[src/stm_pkg.sv]
// Package: register map, field positions, reset values and mode codes of the standard timer
package stm_pkg;
    localparam logic [2:0] STM_ADDR_CTRL0 = 3'h0;
    localparam logic [2:0] STM_ADDR_CTRL1 = 3'h1;
    localparam logic [2:0] STM_ADDR_CNT_LO = 3'h2;
    localparam logic [2:0] STM_ADDR_CNT_HI = 3'h3;
    localparam logic [2:0] STM_ADDR_DUTY_LO = 3'h4;
    localparam logic [2:0] STM_ADDR_DUTY_HI = 3'h5;
    localparam logic [2:0] STM_ADDR_FLAGS = 3'h6;
    localparam logic [7:0] STM_RESET_BYTE = 8'h00;
    localparam int STM_CNT_W = 10;
    localparam int STM_PER_W = 3;
    localparam int STM_PER_LSB = 7;
    localparam int STM_BIT_PAUSE = 7;
    localparam int STM_BIT_RUN = 3;
    localparam int STM_BIT_MODE_HI = 7;
    localparam int STM_BIT_MODE_LO = 6;
    localparam int STM_BIT_FUNC_HI = 5;
    localparam int STM_BIT_FUNC_LO = 4;
    localparam int STM_BIT_LEVEL = 3;
    localparam int STM_BIT_INV = 2;
    localparam int STM_BIT_SWAP = 1;
    localparam int STM_BIT_CLRSEL = 0;
    localparam int STM_BIT_DUTY_FLAG = 0;
    localparam int STM_BIT_PER_FLAG = 1;
    localparam logic [7:0] STM_PRESCALE_DEFAULT = 8'h04;
    typedef enum logic [1:0] {
        STM_MODE_COMPARE = 2'h0,
        STM_MODE_CAPTURE = 2'h1,
        STM_MODE_PWM = 2'h2,
        STM_MODE_TIMER = 2'h3
    } stm_mode_t;
    typedef enum logic [1:0] {
        STM_FN_A = 2'h0,
        STM_FN_B = 2'h1,
        STM_FN_C = 2'h2,
        STM_FN_D = 2'h3
    } stm_func_t;
endpackage

[src/stm_tick_div.sv]
// Timer clock enable divider: one-cycle tick every DIV reference clocks
module stm_tick_div
    import stm_pkg::*;
#(
    parameter int DIV_W = 8
) (
    input wire logic ref_clk,
    input wire logic rst,
    input wire logic [DIV_W-1:0] div,
    output logic tick
);
    typedef struct packed {
        logic [DIV_W-1:0] cnt;
        logic tick;
    } stm_div_state_t;
    stm_div_state_t s_q, s_d;
    always_comb begin
        s_d = s_q;
        s_d.tick = 1'b0;
        // A divide of zero behaves as one, so the timer never stalls
        if (s_q.cnt + DIV_W'(1) >= div) begin
            s_d.cnt = '0;
            s_d.tick = 1'b1;
        end else begin
            s_d.cnt = s_q.cnt + DIV_W'(1);
        end
    end
    always_ff @(posedge ref_clk) begin
        if (rst) begin
            s_q <= '0;
        end else begin
            s_q <= s_d;
        end
    end
    assign tick = s_q.tick;
endmodule

[src/stm_timer.sv]
// Standard 10-bit timer: counter, comparators, output pin and byte register port
module stm_timer
    import stm_pkg::*;
#(
    parameter int CNT_W = STM_CNT_W
) (
    input wire logic ref_clk,
    input wire logic rst,
    input wire logic [2:0] reg_addr,
    input wire logic [7:0] reg_wdata,
    input wire logic reg_wr,
    input wire logic reg_rd,
    output logic [7:0] reg_rdata,
    output logic timer_output_pin,
    output logic duty_match_irq,
    output logic period_match_irq
);
    typedef struct packed {
        logic [7:0] ctrl0;
        logic [7:0] ctrl1;
        logic [7:0] prescale;
        logic [CNT_W-1:0] count;
        logic [CNT_W-1:0] duty_compare_value;
        logic [7:0] low_buf;
        logic run_prev;
        logic pin;
        logic duty_match_flag;
        logic period_match_flag;
        logic [7:0] rdata;
    } stm_state_t;

    stm_state_t s_q, s_d;
    logic tick;

    stm_tick_div #(.DIV_W(8)) u_div (
        .ref_clk(ref_clk),
        .rst(rst),
        .div(s_q.prescale),
        .tick(tick)
    );

    stm_mode_t mode;
    stm_func_t pin_func;
    logic timer_run, timer_pause, output_level_ctrl, output_invert, duty_period_swap, clear_source_sel;
    logic [STM_PER_W-1:0] period_field_bits;
    logic period_hit, duty_hit, overflow, clr, single_pulse, pwm_period_hit;
    logic pwm_active, pin_raw;

    always_comb begin
        mode = stm_mode_t'(s_q.ctrl1[STM_BIT_MODE_HI:STM_BIT_MODE_LO]);
        pin_func = stm_func_t'(s_q.ctrl1[STM_BIT_FUNC_HI:STM_BIT_FUNC_LO]);
        output_level_ctrl = s_q.ctrl1[STM_BIT_LEVEL];
        output_invert = s_q.ctrl1[STM_BIT_INV];
        duty_period_swap = s_q.ctrl1[STM_BIT_SWAP];
        clear_source_sel = s_q.ctrl1[STM_BIT_CLRSEL];
        timer_run = s_q.ctrl0[STM_BIT_RUN];
        timer_pause = s_q.ctrl0[STM_BIT_PAUSE];
        period_field_bits = s_q.ctrl0[STM_PER_W-1:0];
        single_pulse = (mode == STM_MODE_PWM) && (pin_func == STM_FN_D);
    end

    // Match events only when the counter is about to step, one per timer clock
    always_comb begin
        overflow = (s_q.count == {CNT_W{1'b1}});
        // Matching on the next count gives exactly n*128 clocks per period
        period_hit = (period_field_bits != '0)
            && ((s_q.count + CNT_W'(1)) == {period_field_bits, {STM_PER_LSB{1'b0}}});
        duty_hit = (s_q.duty_compare_value != '0)
            && ((s_q.count + CNT_W'(1)) == s_q.duty_compare_value);
        pwm_period_hit = duty_period_swap ? duty_hit : (period_hit || (period_field_bits == '0 && overflow));
        // Duty against counter: period field times 128 when swapped, else full value
        if (duty_period_swap) begin
            pwm_active = (period_field_bits == '0)
                || (s_q.count < {period_field_bits, {STM_PER_LSB{1'b0}}});
        end else begin
            pwm_active = (s_q.count < s_q.duty_compare_value);
        end
        if (mode == STM_MODE_PWM && !single_pulse) begin
            clr = pwm_period_hit;
        end else if (single_pulse) begin
            clr = 1'b0;
        end else if (clear_source_sel) begin
            clr = duty_hit || overflow;
        end else begin
            clr = period_hit || overflow;
        end
    end

    always_comb begin
        s_d = s_q;
        s_d.rdata = 8'h00;
        s_d.run_prev = timer_run;
        // Write one to clear, taken before the events so a new match wins
        if (reg_wr && reg_addr == STM_ADDR_FLAGS) begin
            if (reg_wdata[STM_BIT_DUTY_FLAG]) begin
                s_d.duty_match_flag = 1'b0;
            end
            if (reg_wdata[STM_BIT_PER_FLAG]) begin
                s_d.period_match_flag = 1'b0;
            end
        end
        // Counter
        if (timer_run && !s_q.run_prev) begin
            s_d.count = '0;
            if (mode == STM_MODE_COMPARE) begin
                s_d.pin = output_level_ctrl;
            end else if (single_pulse) begin
                s_d.pin = 1'b1;
            end
        end else if (timer_run && !timer_pause && tick) begin
            s_d.count = clr ? '0 : s_q.count + CNT_W'(1);
            unique case (mode)
                STM_MODE_COMPARE, STM_MODE_TIMER: begin
                    if (duty_hit) begin
                        s_d.duty_match_flag = 1'b1;
                    end
                    if (period_hit && !clear_source_sel) begin
                        s_d.period_match_flag = 1'b1;
                    end
                    if (mode == STM_MODE_COMPARE && duty_hit) begin
                        unique case (pin_func)
                            STM_FN_A: s_d.pin = s_q.pin;
                            STM_FN_B: s_d.pin = 1'b0;
                            STM_FN_C: s_d.pin = 1'b1;
                            STM_FN_D: s_d.pin = !s_q.pin;
                        endcase
                    end
                end
                STM_MODE_PWM: begin
                    if (duty_hit) begin
                        s_d.duty_match_flag = 1'b1;
                    end
                    if (period_hit && !single_pulse) begin
                        s_d.period_match_flag = 1'b1;
                    end
                    // Single pulse ends on duty match, which also stops the timer
                    if (single_pulse && duty_hit) begin
                        s_d.pin = 1'b0;
                        s_d.ctrl0[STM_BIT_RUN] = 1'b0;
                    end
                end
                STM_MODE_CAPTURE: begin
                    if (period_hit) begin
                        s_d.period_match_flag = 1'b1;
                    end
                end
            endcase
        end
        if (single_pulse && !timer_run) begin
            s_d.pin = 1'b0;
        end
        // Register writes; software writes cannot clear a flag set this cycle
        if (reg_wr) begin
            unique case (reg_addr)
                STM_ADDR_CTRL0: s_d.ctrl0 = reg_wdata;
                STM_ADDR_CTRL1: s_d.ctrl1 = reg_wdata;
                STM_ADDR_DUTY_LO: s_d.low_buf = reg_wdata;
                STM_ADDR_DUTY_HI: s_d.duty_compare_value = {reg_wdata[1:0], s_q.low_buf};
                STM_ADDR_FLAGS, STM_ADDR_CNT_LO, STM_ADDR_CNT_HI: ;
                default: s_d.prescale = reg_wdata;
            endcase
        end
        if (reg_rd) begin
            unique case (reg_addr)
                STM_ADDR_CTRL0: s_d.rdata = s_q.ctrl0;
                STM_ADDR_CTRL1: s_d.rdata = s_q.ctrl1;
                STM_ADDR_CNT_LO, STM_ADDR_DUTY_LO: s_d.rdata = s_q.low_buf;
                STM_ADDR_CNT_HI: begin
                    s_d.rdata = {6'h00, s_q.count[9:8]};
                    s_d.low_buf = s_q.count[7:0];
                end
                STM_ADDR_DUTY_HI: begin
                    s_d.rdata = {6'h00, s_q.duty_compare_value[9:8]};
                    s_d.low_buf = s_q.duty_compare_value[7:0];
                end
                STM_ADDR_FLAGS: s_d.rdata = {6'h00, s_q.period_match_flag, s_q.duty_match_flag};
                default: s_d.rdata = s_q.prescale;
            endcase
        end
    end

    // Output level before inversion
    always_comb begin
        unique case (mode)
            STM_MODE_PWM: begin
                unique case (pin_func)
                    STM_FN_A: pin_raw = !output_level_ctrl;
                    STM_FN_B: pin_raw = output_level_ctrl;
                    STM_FN_C: pin_raw = (pwm_active && timer_run) ? output_level_ctrl : !output_level_ctrl;
                    STM_FN_D: pin_raw = s_q.pin ? output_level_ctrl : !output_level_ctrl;
                endcase
            end
            STM_MODE_COMPARE: pin_raw = s_q.pin;
            // Pin unused in timer and capture modes; held low
            default: pin_raw = 1'b0;
        endcase
    end

    logic pin_q;
    always_ff @(posedge ref_clk) begin
        if (rst) begin
            s_q <= '0;
            s_q.prescale <= STM_PRESCALE_DEFAULT;
            pin_q <= 1'b0;
        end else begin
            s_q <= s_d;
            pin_q <= (mode == STM_MODE_TIMER || mode == STM_MODE_CAPTURE) ? 1'b0 : (pin_raw ^ output_invert);
        end
    end

    assign reg_rdata = s_q.rdata;
    assign timer_output_pin = pin_q;
    assign duty_match_irq = s_q.duty_match_flag;
    assign period_match_irq = s_q.period_match_flag;
endmodule

[config.mk]
export PLATFORM = sky130hd
export DESIGN_NAME = stm_timer
export DESIGN_NICKNAME = d
export VERILOG_FILES = /design/src/stm_pkg.sv /design/src/stm_tick_div.sv /design/src/stm_timer.sv
export SDC_FILE = /design/constraint.sdc
export NUM_CORES = 1
export LEC_CHECK = 0
export ABC_CLOCK_PERIOD_IN_PS = 2800
export BUFFER_PORTS_ARGS = -buffer_cell sky130_fd_sc_hd__buf_4
export CAP_MARGIN = 5
export CORE_MARGIN = 5
export CORE_UTILIZATION = 54
export DETAILED_ROUTE_END_ITERATION = 7
export GPL_TIMING_DRIVEN = 0
export PLACE_DENSITY = 0.72
export SLEW_MARGIN = 20
export SYNTH_ARGS = -nofsm -noshare
export SYNTH_HDL_FRONTEND = slang
export SYNTH_HIERARCHICAL = 1
export SYNTH_SLANG_ARGS = --single-unit
[constraint.sdc]
create_clock -name ref_clk -period 2.8 [get_ports ref_clk]
set_input_delay 0.42 -clock ref_clk [delete_from_list [all_inputs] [get_ports ref_clk]]
set_output_delay 0.42 -clock ref_clk [all_outputs]
set_load 0.01 [all_outputs]
==> impl_metrics.ini, run 1 <==
[timing]
rsz0062_at_grt = false
fin_worst_skew_ns = 0.01051
fin_setup_tns_ns = 0
slew_viol_final = 0
final-hold-violation-count = 0
setup_violations = 0
maxSlewHeadroom_pct = 35.04
max_freq_mhz = 377.3
fin_hold_ws_ns = 0.3167
worst_slew_pin_slew_ns = 0.9723
fin_ws_ns = 0.1496
period_share_pct = 94.66
fin_crit_ns = 2.650

[layout]
layoutNonFillerInstCount = 712
area.sequential_um2 = 1484
multi_input_area_um2 = 2813
nFillCells = 767
nets = 645
synthToLayoutAreaGrowth_pct = 12.38
antennaDiodeCount = 0
final_cell_area_um2 = 5190
drive_gt1_share_pct = 14.99

[synthesis]
synth_fp_nets = 610
synth_edf_count = 0
seq_area_frac_synth_pct = 32.08
netlist_instances = 568
synth.area.top_cells = dfxtp_1 (32%), nand2_1 (7.5%), ha_1 (7.3%)
synth_ff_type = dfxtp_1
syn-mean-instance-area_um2 = 8.131
netlist-cell-type-count = 72
netlist.area_leader.share_pct = 32.08
ys_top_cells_by_count = nand2_1 (92), dfxtp_1 (74), a21oi_1 (46), inv_1 (34), ha_1 (27)
yosysWarnings = 6
syn_area_um2 = 4618
synth_seq_cells = 74
synth_most_common_cell = nand2_1
synth_async_sr_flop_share_pct = 0
synth_top_area_cell = dfxtp_1

[hold_path]
min_to = timer_output_pin$_SDFF_PP0_
hp-class = in -> reg
holdCritStartpoint = rst
min_path_cells = 2

[global_route]
first_global_vias = 4015
grt_use_total_pct = 24.93
grt_max_degree = 14
grt_pass1_wl_um = 20270
grt_overflow = 0
antenna_found_initial = 0

[critical_path]
reg2regPathDepth = 9
ff2ff_setup_slack_ns = 0.15
cp_max_fo = 5
crit_required_ns = 3.01
r2r-end = timer_output_pin$_SDFF_PP0_
r2r_start = s_q[23]$_SDFFE_PP0P_
criticalPathCategory = reg -> reg
worstPathArrival_ns = 2.86
cp-start-kind = register
critPathCaptureType = register

[pwr]
powerDensity_nw_per_um2 = 475.7
ir_worst_vdd_mv = 0.3474
p_leak_nw = 1.986

[cts]
insertion_delay_ns = 0.35
path_clk_slew_ns = 0.08
cts.path.max_buffers = 2
cts_tree = done
numCtsBuffers = 9
ctsResizeCount = 1
post_cts_buffers = 0
postCtsHoldBufs = 0
cts_root_buf = clkbuf_8
htreeDepth = 3
cts_sinks = 74

[route]
num_vias = 4291
detail-route-antenna-nets = 0
vias_per_cell = 6.027
route.detailed.drc = 0
drt-total-wl_um = 12640
drt-initial-drc-count = 263
wl_per_cell_um = 17.75
drt-pass1-iter-count = 5

[floorplanning]
dieArea_um2 = 10500
num_rows = 33
ioPinCount = 26
die_y_um = 102.5
start_util_pct = 55.92
coreArea_um2 = 8258
die_w_um = 102.5

[place]
dp_slack_ns = 0.03290
finalWeightedCongestion = 0.9524
placed_area_um2 = 4930
hpwl_um = 9423
dp_cells = 697
portBuffers = 24

[run]
drv_cap = 0

[run_status]
outcome = completed
-- cell families (layout without fill, tap and decap cells) --
| family | count (synthesis) | after routing | synth area share [%] |
|---|---|---|---|
| and+or+nand+nor | 215 | 215 | 25.17 |
| AOI/OAI and AO/OA | 145 | 145 | 21.00 |
| buffers and inverters | 75 | 114 | 7.423 |
| DFF | 74 | 74 | 32.08 |
| adders and majority gates | 27 | 27 | 7.315 |
| xor gates and xnor gates | 20 | 20 | 4.389 |
| muxes | 12 | 12 | 2.628 |
-- metal layers --
metal  track usage [%]  wire length, um
met3             4.505             1022
met1             33.75             5446
met4             9.284              276
met2             39.57             5894
met5                 0                0
-- metrics by stage --
step / power [W] / util (%)
after floorplan: 0.001379 / -
after global placement: 0.001471 / 59.70
after detailed placement: 0.001480 / 59.70
after CTS: 0.002483 / 62.67
after global routing: 0.002564 / 62.85
final: 0.002469 / 62.85
-- cells in the final DEF (no fill, tap or decap), types with 3 or more instances in the layout --
cell type	instances
a31oi_1	8
or4_1	3
and2_1	3
buf_1	3
or2_2	3
a211oi_1	9
a221oi_1	7
nand2b_1	7
dfxtp_1	72
nand3_1	17
nor2b_1	13
o21ai_0	9
ha_1	27
mux2i_1	11
clkbuf_8	9
and3_1	4
nor3_1	7
nor4_1	3
nand2_1	92
clkbuf_1	19
buf_4	36
xnor2_1	10
o21ai_1	7
o22ai_1	9
nand4_1	7
inv_1	34
nor2_1	23
a21oi_1	46
a22oi_1	17
buf_2	4
a21o_1	6
xor2_1	8
or3_1	4
bufinv_16	3
nor3b_2	7
-- worst max-delay path by stage --
stage / from / to / slack [ns] / depth (start not counted)
after floorplan: s_q[30]$_SDFFE_PP0P_ / s_q[32]$_SDFFE_PP0P_ / 0.50 / 9
after global placement: s_q[30]$_SDFFE_PP0P_ / s_q[32]$_SDFFE_PP0P_ / 0.18 / 9
after detailed placement: s_q[35]$_SDFFE_PP0P_ / s_q[39]$_SDFFE_PP0P_ / 0.03 / 8
after CTS: s_q[30]$_SDFFE_PP0P_ / s_q[39]$_SDFFE_PP0P_ / 0.09 / 9
after global routing: s_q[23]$_SDFFE_PP0P_ / timer_output_pin$_SDFF_PP0_ / 0.03 / 9
final: s_q[23]$_SDFFE_PP0P_ / timer_output_pin$_SDFF_PP0_ / 0.15 / 9
-- final cells by class --
cell class                 instances  area share [%]
multi-input combinational        419           54.19
sequential                        74           28.59
buffer                            40           4.074
timing repair buffer              24           3.472
inverter                          35           2.531
tap                              105           2.531
clock buffer                       9           2.387
clock inverter                     6           2.218
-- critical path, cell delays in order (launching register included) --
cell	delay (ns)
dfxtp_1	0.42
inv_1	0.07
ha_1	0.32
a211oi_1	0.22
nor2_1	0.09
o31ai_1	0.34
a311o_1	0.28
o2111ai_1	0.17
a21o_1	0.19
a2111oi_1	0.42
-- where the power goes --
part	leakage, nW	internal, W	switching, W	total [W]
Sequential	0.600	0.00108	0.0000308	0.00111
Combinational	1.27	0.000149	0.000196	0.000344
Clock	0.116	0.000592	0.000418	0.00101
Total	1.99	0.00182	0.000645	0.00247
-- registers in the layout (all words and copies together), names as in the netlist --
| name | count |
|---|---|
| s_q | 42 |
| period_field_bits | 3 |
| output_invert | 1 |
| u_div/s_q | 8 |
| duty_match_irq | 1 |
| duty_period_swap | 1 |
| reg_rdata | 8 |
| pin_func | 2 |
| timer_output_pin | 1 |
| output_level_ctrl | 1 |
| s_d | 1 |
| mode | 2 |
| clear_source_sel | 1 |
| u_div/tick | 1 |
| period_match_irq | 1 |
Power figures use the tool's default switching activity.
==> run 2: changes to the inputs <==
Settings changed: CORE_ASPECT_RATIO from default to 1.5.
==> run 2 against run 1 <==
Global-route usage is 0.20 points higher. Die area is 0.35% higher. Maximum frequency is 0.24% lower. Wire length is 1.1% higher. First-iteration DRC count is 3.4% higher. Non-clock buffer count stayed put. Critical path type unchanged. Critical endpoint is now s_q[39]$_SDFFE_PP0P_. Largest cell class unchanged. Largest power group is now clock.
==> impl_metrics.ini, run 2 (same netlist as run 1, synthesis figures left out) <==
[cts]
cts.path.max_buffers = 2
numCtsBuffers = 9
insertion_delay_ns = 0.35
cts_tree = done
postCtsHoldBufs = 0
cts_sinks = 74
htreeDepth = 3
path_clk_slew_ns = 0.06
cts_root_buf = clkbuf_16

[pwr]
p_leak_nw = 2.019
ir_worst_vdd_mv = 0.4204
p_int_w = 0.001957
swShare_pct = 26.49
pwr-share-seq_pct = 41.8
combinationalPowerShare_pct = 12.9
powerDensity_nw_per_um2 = 505.9
pwr-share-clk_pct = 45.2
p_sw_w = 0.0007054

[timing]
fin_crit_ns = 2.657
worst_slew_pin_slew_ns = 0.9565
fin_worst_skew_ns = 0.006792
maxSlewHeadroom_pct = 36.10
final-hold-violation-count = 0
fin_setup_tns_ns = 0
rsz0062_at_grt = false
slew_viol_final = 0
max_freq_mhz = 376.4
period_share_pct = 94.89
setup_violations = 0
fin_ws_ns = 0.1432

[critical_path]
cp-start-kind = register
critPathCaptureType = register
criticalPathCategory = reg -> reg
worstPathArrival_ns = 2.89
crit_required_ns = 3.03
cp_max_fo = 10

[global_route]
grt_pass1_wl_um = 20790
first_global_vias = 4257
grt_use_total_pct = 25.13
grt_max_degree = 15
antenna_found_initial = 0
grt_overflow = 0

[floorplanning]
coreArea_um2 = 8413
die_w_um = 85.51
dieArea_um2 = 10540
ioPinCount = 26
die_y_um = 123.3
start_util_pct = 54.89
num_rows = 41

[route]
drt-initial-drc-count = 272
drt-pass1-iter-count = 5
vias_per_cell = 6.031
drt-total-wl_um = 12780
detail-route-antenna-nets = 0
num_vias = 4312
route.detailed.drc = 0
wl_per_cell_um = 17.88

[place]
hpwl_um = 9782
portBuffers = 24
finalWeightedCongestion = 0.9381
dp_slack_ns = 0.02001

[layout]
final_common_cell = nand2_1
largest_register_ffs = 42
layout_common_cells = nand2_1 (92), dfxtp_1 (72), a21oi_1 (46)
nets = 645
antennaDiodeCount = 0
regMostFlops = s_q
synthToLayoutAreaGrowth_pct = 13.98
drive_gt1_share_pct = 15.13

[run]
drv_cap = 0

[hold_path]
hp-class = in -> reg

[run_status]
outcome = completed
==> run 2: cell count changes in the layout (fill, tap and decap cells not counted), sizes merged <==
cell / change
clkinv: +1
clkbuf: +1
inv: +1
bufinv: -2
==> run 2: critical path, stage by stage (launching register included) <==
cell and delay [ns]:
dfxtp_1 0.38, buf_2 0.21, and3_1 0.20, and2_1 0.16
o32a_1 0.30, nor4_1 0.55, a31oi_2 0.33, a31o_1 0.30
o2bb2ai_1 0.11
==> run 2: worst paths after layout <==
check | from | end | slack (ns) | depth (start not counted)
worst min register to register | s_q[62]$_SDFFE_PP0P_ | s_q[62]$_SDFFE_PP0P_ | 0.46 | 2
worst max-delay path | s_q[33]$_SDFFE_PP0P_ | s_q[39]$_SDFFE_PP0P_ | 0.14 | 8
worst min-delay path | rst | timer_output_pin$_SDFF_PP0_ | 0.32 | 2
worst max register to register | s_q[33]$_SDFFE_PP0P_ | s_q[39]$_SDFFE_PP0P_ | 0.14 | 8
==> run 2: routing by layer <==
layer | share of wire, % | wire length [um] | vias up | global-route usage [%]
met2 | 52 | 6631 | 145 | 45.38
met4 | 4.6 | 589 | 0 | 14.16
met5 | 0 | 0 | - | 0
met3 | 4.7 | 604 | 43 | 5.133
li1 | - | - | 2087 | -
met1 | 39 | 4956 | 2037 | 26.96
==> run 2: layout make-up <==
cell class | count | area [um^2]
Tap cell | 107 | 133.9
Inverter | 35 | 131.4
Timing Repair Buffer | 24 | 180.2
Buffer | 40 | 211.5
Multi-Input combinational cell | 419 | 2811
Clock inverter | 6 | 72.57
Clock buffer | 10 | 239.0
Sequential cell | 74 | 1484
Fill cell | 772 | 3149
==> run 2: power by group through the flow <==
stage          Clock [W]  Combinational [W]  Sequential (W)
5_1_grt          0.00126           0.000379         0.00112
2_1_floorplan          0           0.000252         0.00113
3_5_place_dp           0           0.000341         0.00114
6_report         0.00120           0.000345         0.00111
4_1_cts          0.00122           0.000342         0.00111
3_3_place_gp           0           0.000332         0.00114
==> run 2: through the flow <==
step | hold WS (ns) | area (um^2) | util, % | std cells | power (W)
6_report | 0.3164 | 5264 | 62.57 | 715 | 0.002663
2_1_floorplan | 0.4361 | 4618 | - | 568 | 0.001379
3_3_place_gp | 0.4423 | 4932 | 58.63 | 699 | 0.001467
4_1_cts | 0.3156 | 5245 | 62.34 | 715 | 0.002671
5_1_grt | 0.3169 | 5264 | 62.57 | 715 | 0.002757
3_5_place_dp | 0.4461 | 4932 | 58.63 | 699 | 0.001477
==> run 2: what timing repair did <==
| action | 4_1_cts | 5_1_grt |
|---|---|---|
| pin swaps | 0 | 1 |
| buffers inserted | 0 | 0 |
| gates resized for setup | 1 | 4 |
| endpoints found under the setup margin | 1 | 7 |
==> run 3: changes to the inputs <==
Settings changed: BUFFER_PORTS_ARGS -buffer_cell sky130_fd_sc_hd__buf_4 to -buffer_cell sky130_fd_sc_hd__buf_2, GPL_TIMING_DRIVEN 0 to default, SKIP_LAST_GASP from default to 1.
==> run 3 against run 2 <==
Power is 3.8% higher. Combinational power is 7.2% lower. Highest routed layer unchanged. Clock-buffer cell count is 1 lower. Largest cell class unchanged. First-iteration DRC count is 47% higher. Cell count is 4.3% lower. Clock power is 11% higher. Flip-flop and latch count stayed put. Global-route usage is 1.1 points lower.
==> impl_metrics.ini, run 3 (same netlist as run 1, synthesis figures left out) <==
[route]
drt-initial-drc-count = 399
vias_per_cell = 6.159
route.detailed.drc = 0
drt-pass1-iter-count = 7
detail-route-antenna-nets = 0
drt-total-wl_um = 12340
wl_per_cell_um = 18.04
num_vias = 4213

[hold_path]
min_to = s_q[45]$_SDFFE_PP0P_
hp-class = in -> reg
min_path_cells = 3
holdCritStartpoint = reg_wdata[5]

[floorplanning]
start_util_pct = 54.89
dieArea_um2 = 10540
num_rows = 41
die_w_um = 85.51
die_y_um = 123.3
ioPinCount = 26
coreArea_um2 = 8413

[pwr]
swShare_pct = 24.38
p_int_w = 0.002089
pwr-share-seq_pct = 40.4
p_leak_nw = 1.967
p_sw_w = 0.0006737
ir_worst_vdd_mv = 0.5286
pwr-share-clk_pct = 48.0
combinationalPowerShare_pct = 11.6
powerDensity_nw_per_um2 = 542.3
power_w = 0.002763

[timing]
slew_viol_final = 0
period_share_pct = 92.83
maxSlewHeadroom_pct = 44.61
fin_setup_tns_ns = 0
worst_slew_pin_slew_ns = 0.8279
setup_violations = 0
fin_worst_skew_ns = 0.008234
rsz0062_at_grt = false
fin_ws_ns = 0.2007
final-hold-violation-count = 0
max_freq_mhz = 384.7
fin_crit_ns = 2.599

[place]
hpwl_um = 9312
portBuffers = 25
finalWeightedCongestion = 0.9246
placed_area_um2 = 4733
dp_slack_ns = 0.02381

[global_route]
grt_use_total_pct = 24.07
first_global_vias = 3988
grt_overflow = 0
antenna_found_initial = 0
grt_max_degree = 32
grt_pass1_wl_um = 19830

[critical_path]
worstPathArrival_ns = 2.80
reg2regPathDepth = 7
r2r-end = s_q[38]$_SDFFE_PP0P_
criticalPathCategory = reg -> reg
cp-start-kind = register
critPathCaptureType = register
r2r_start = s_q[30]$_SDFFE_PP0P_
crit_required_ns = 3.01
cp_max_fo = 10
ff2ff_setup_slack_ns = 0.20

[layout]
nets = 615
final_common_cell = nand2_1
layout_common_cells = nand2_1 (92), dfxtp_1 (72), a21oi_1 (46)
drive_gt1_share_pct = 14.21
fin_util_pct = 60.56
antennaDiodeCount = 0
regMostFlops = s_q
final_cell_area_um2 = 5095
largest_register_ffs = 42
synthToLayoutAreaGrowth_pct = 10.32

[cts]
insertion_delay_ns = 0.33
cts_tree = done
cts_sinks = 74
path_clk_slew_ns = 0.06
htreeDepth = 3
cts.path.max_buffers = 2
numCtsBuffers = 9
cts_root_buf = clkbuf_16
post_cts_buffers = 0

[run_status]
outcome = completed

[run]
drv_cap = 0
[run 3: through the flow]
step                      hold slack [ns]  cells
after floorplan                    0.4361    568
after global placement             0.4548    669
after detailed placement           0.4631    669
after CTS                          0.3724    684
after global routing               0.3672    684
final                              0.3847    684
[run 3: final cells by class]
class | count | area, um^2
fill | 775 | 3318
multi-input combinational | 419 | 2813
sequential | 74 | 1484
clock buffer | 9 | 225.2
timing repair buffer | 34 | 192.7
tap | 107 | 133.9
inverter | 35 | 131.4
clock inverter | 6 | 115.1
[run 3: power by group through the flow]
stage	logic, W	registers, W	clock network [W]
after detailed placement	0.000317	0.00114	0
after global placement	0.000313	0.00114	0
after floorplan	0.000252	0.00113	0
after CTS	0.000319	0.00112	0.00134
final	0.000320	0.00112	0.00133
after global routing	0.000354	0.00112	0.00140
[run 3: what timing repair did]
action,CTS,global route
gates resized for setup,0,4
setup endpoints to repair,0,8
hold buffers,0,0
[run 3: worst max path at each step]
stage                                       to  slack, ns                  from  cells after the start
final                     s_q[38]$_SDFFE_PP0P_       0.20  s_q[30]$_SDFFE_PP0P_                      7
after global routing      s_q[38]$_SDFFE_PP0P_       0.01  s_q[30]$_SDFFE_PP0P_                      8
after CTS                 s_q[39]$_SDFFE_PP0P_       0.01  s_q[33]$_SDFFE_PP0P_                      7
after detailed placement  s_q[39]$_SDFFE_PP0P_       0.02  s_q[33]$_SDFFE_PP0P_                      7
after global placement    s_q[39]$_SDFFE_PP0P_       0.13  s_q[33]$_SDFFE_PP0P_                      7
after floorplan           s_q[32]$_SDFFE_PP0P_       0.50  s_q[30]$_SDFFE_PP0P_                      9
[run 3: critical path, cell delays in order (launching register included)]
cell	delay, ns
dfxtp_1	0.51
inv_1	0.08
ha_1	0.27
or4_4	0.55
nor4_4	0.51
nand3_4	0.18
nand3_1	0.25
o22ai_1	0.12
[run 3: per-layer routing]
layer / global-route usage, % / vias up / routed length (um)
li1: - / 2020 / -
met1: 27.61 / 2005 / 4733
met2: 42.95 / 151 / 6402
met3: 4.267 / 37 / 691
met4: 11.29 / 0 / 510
met5: 0 / - / 0
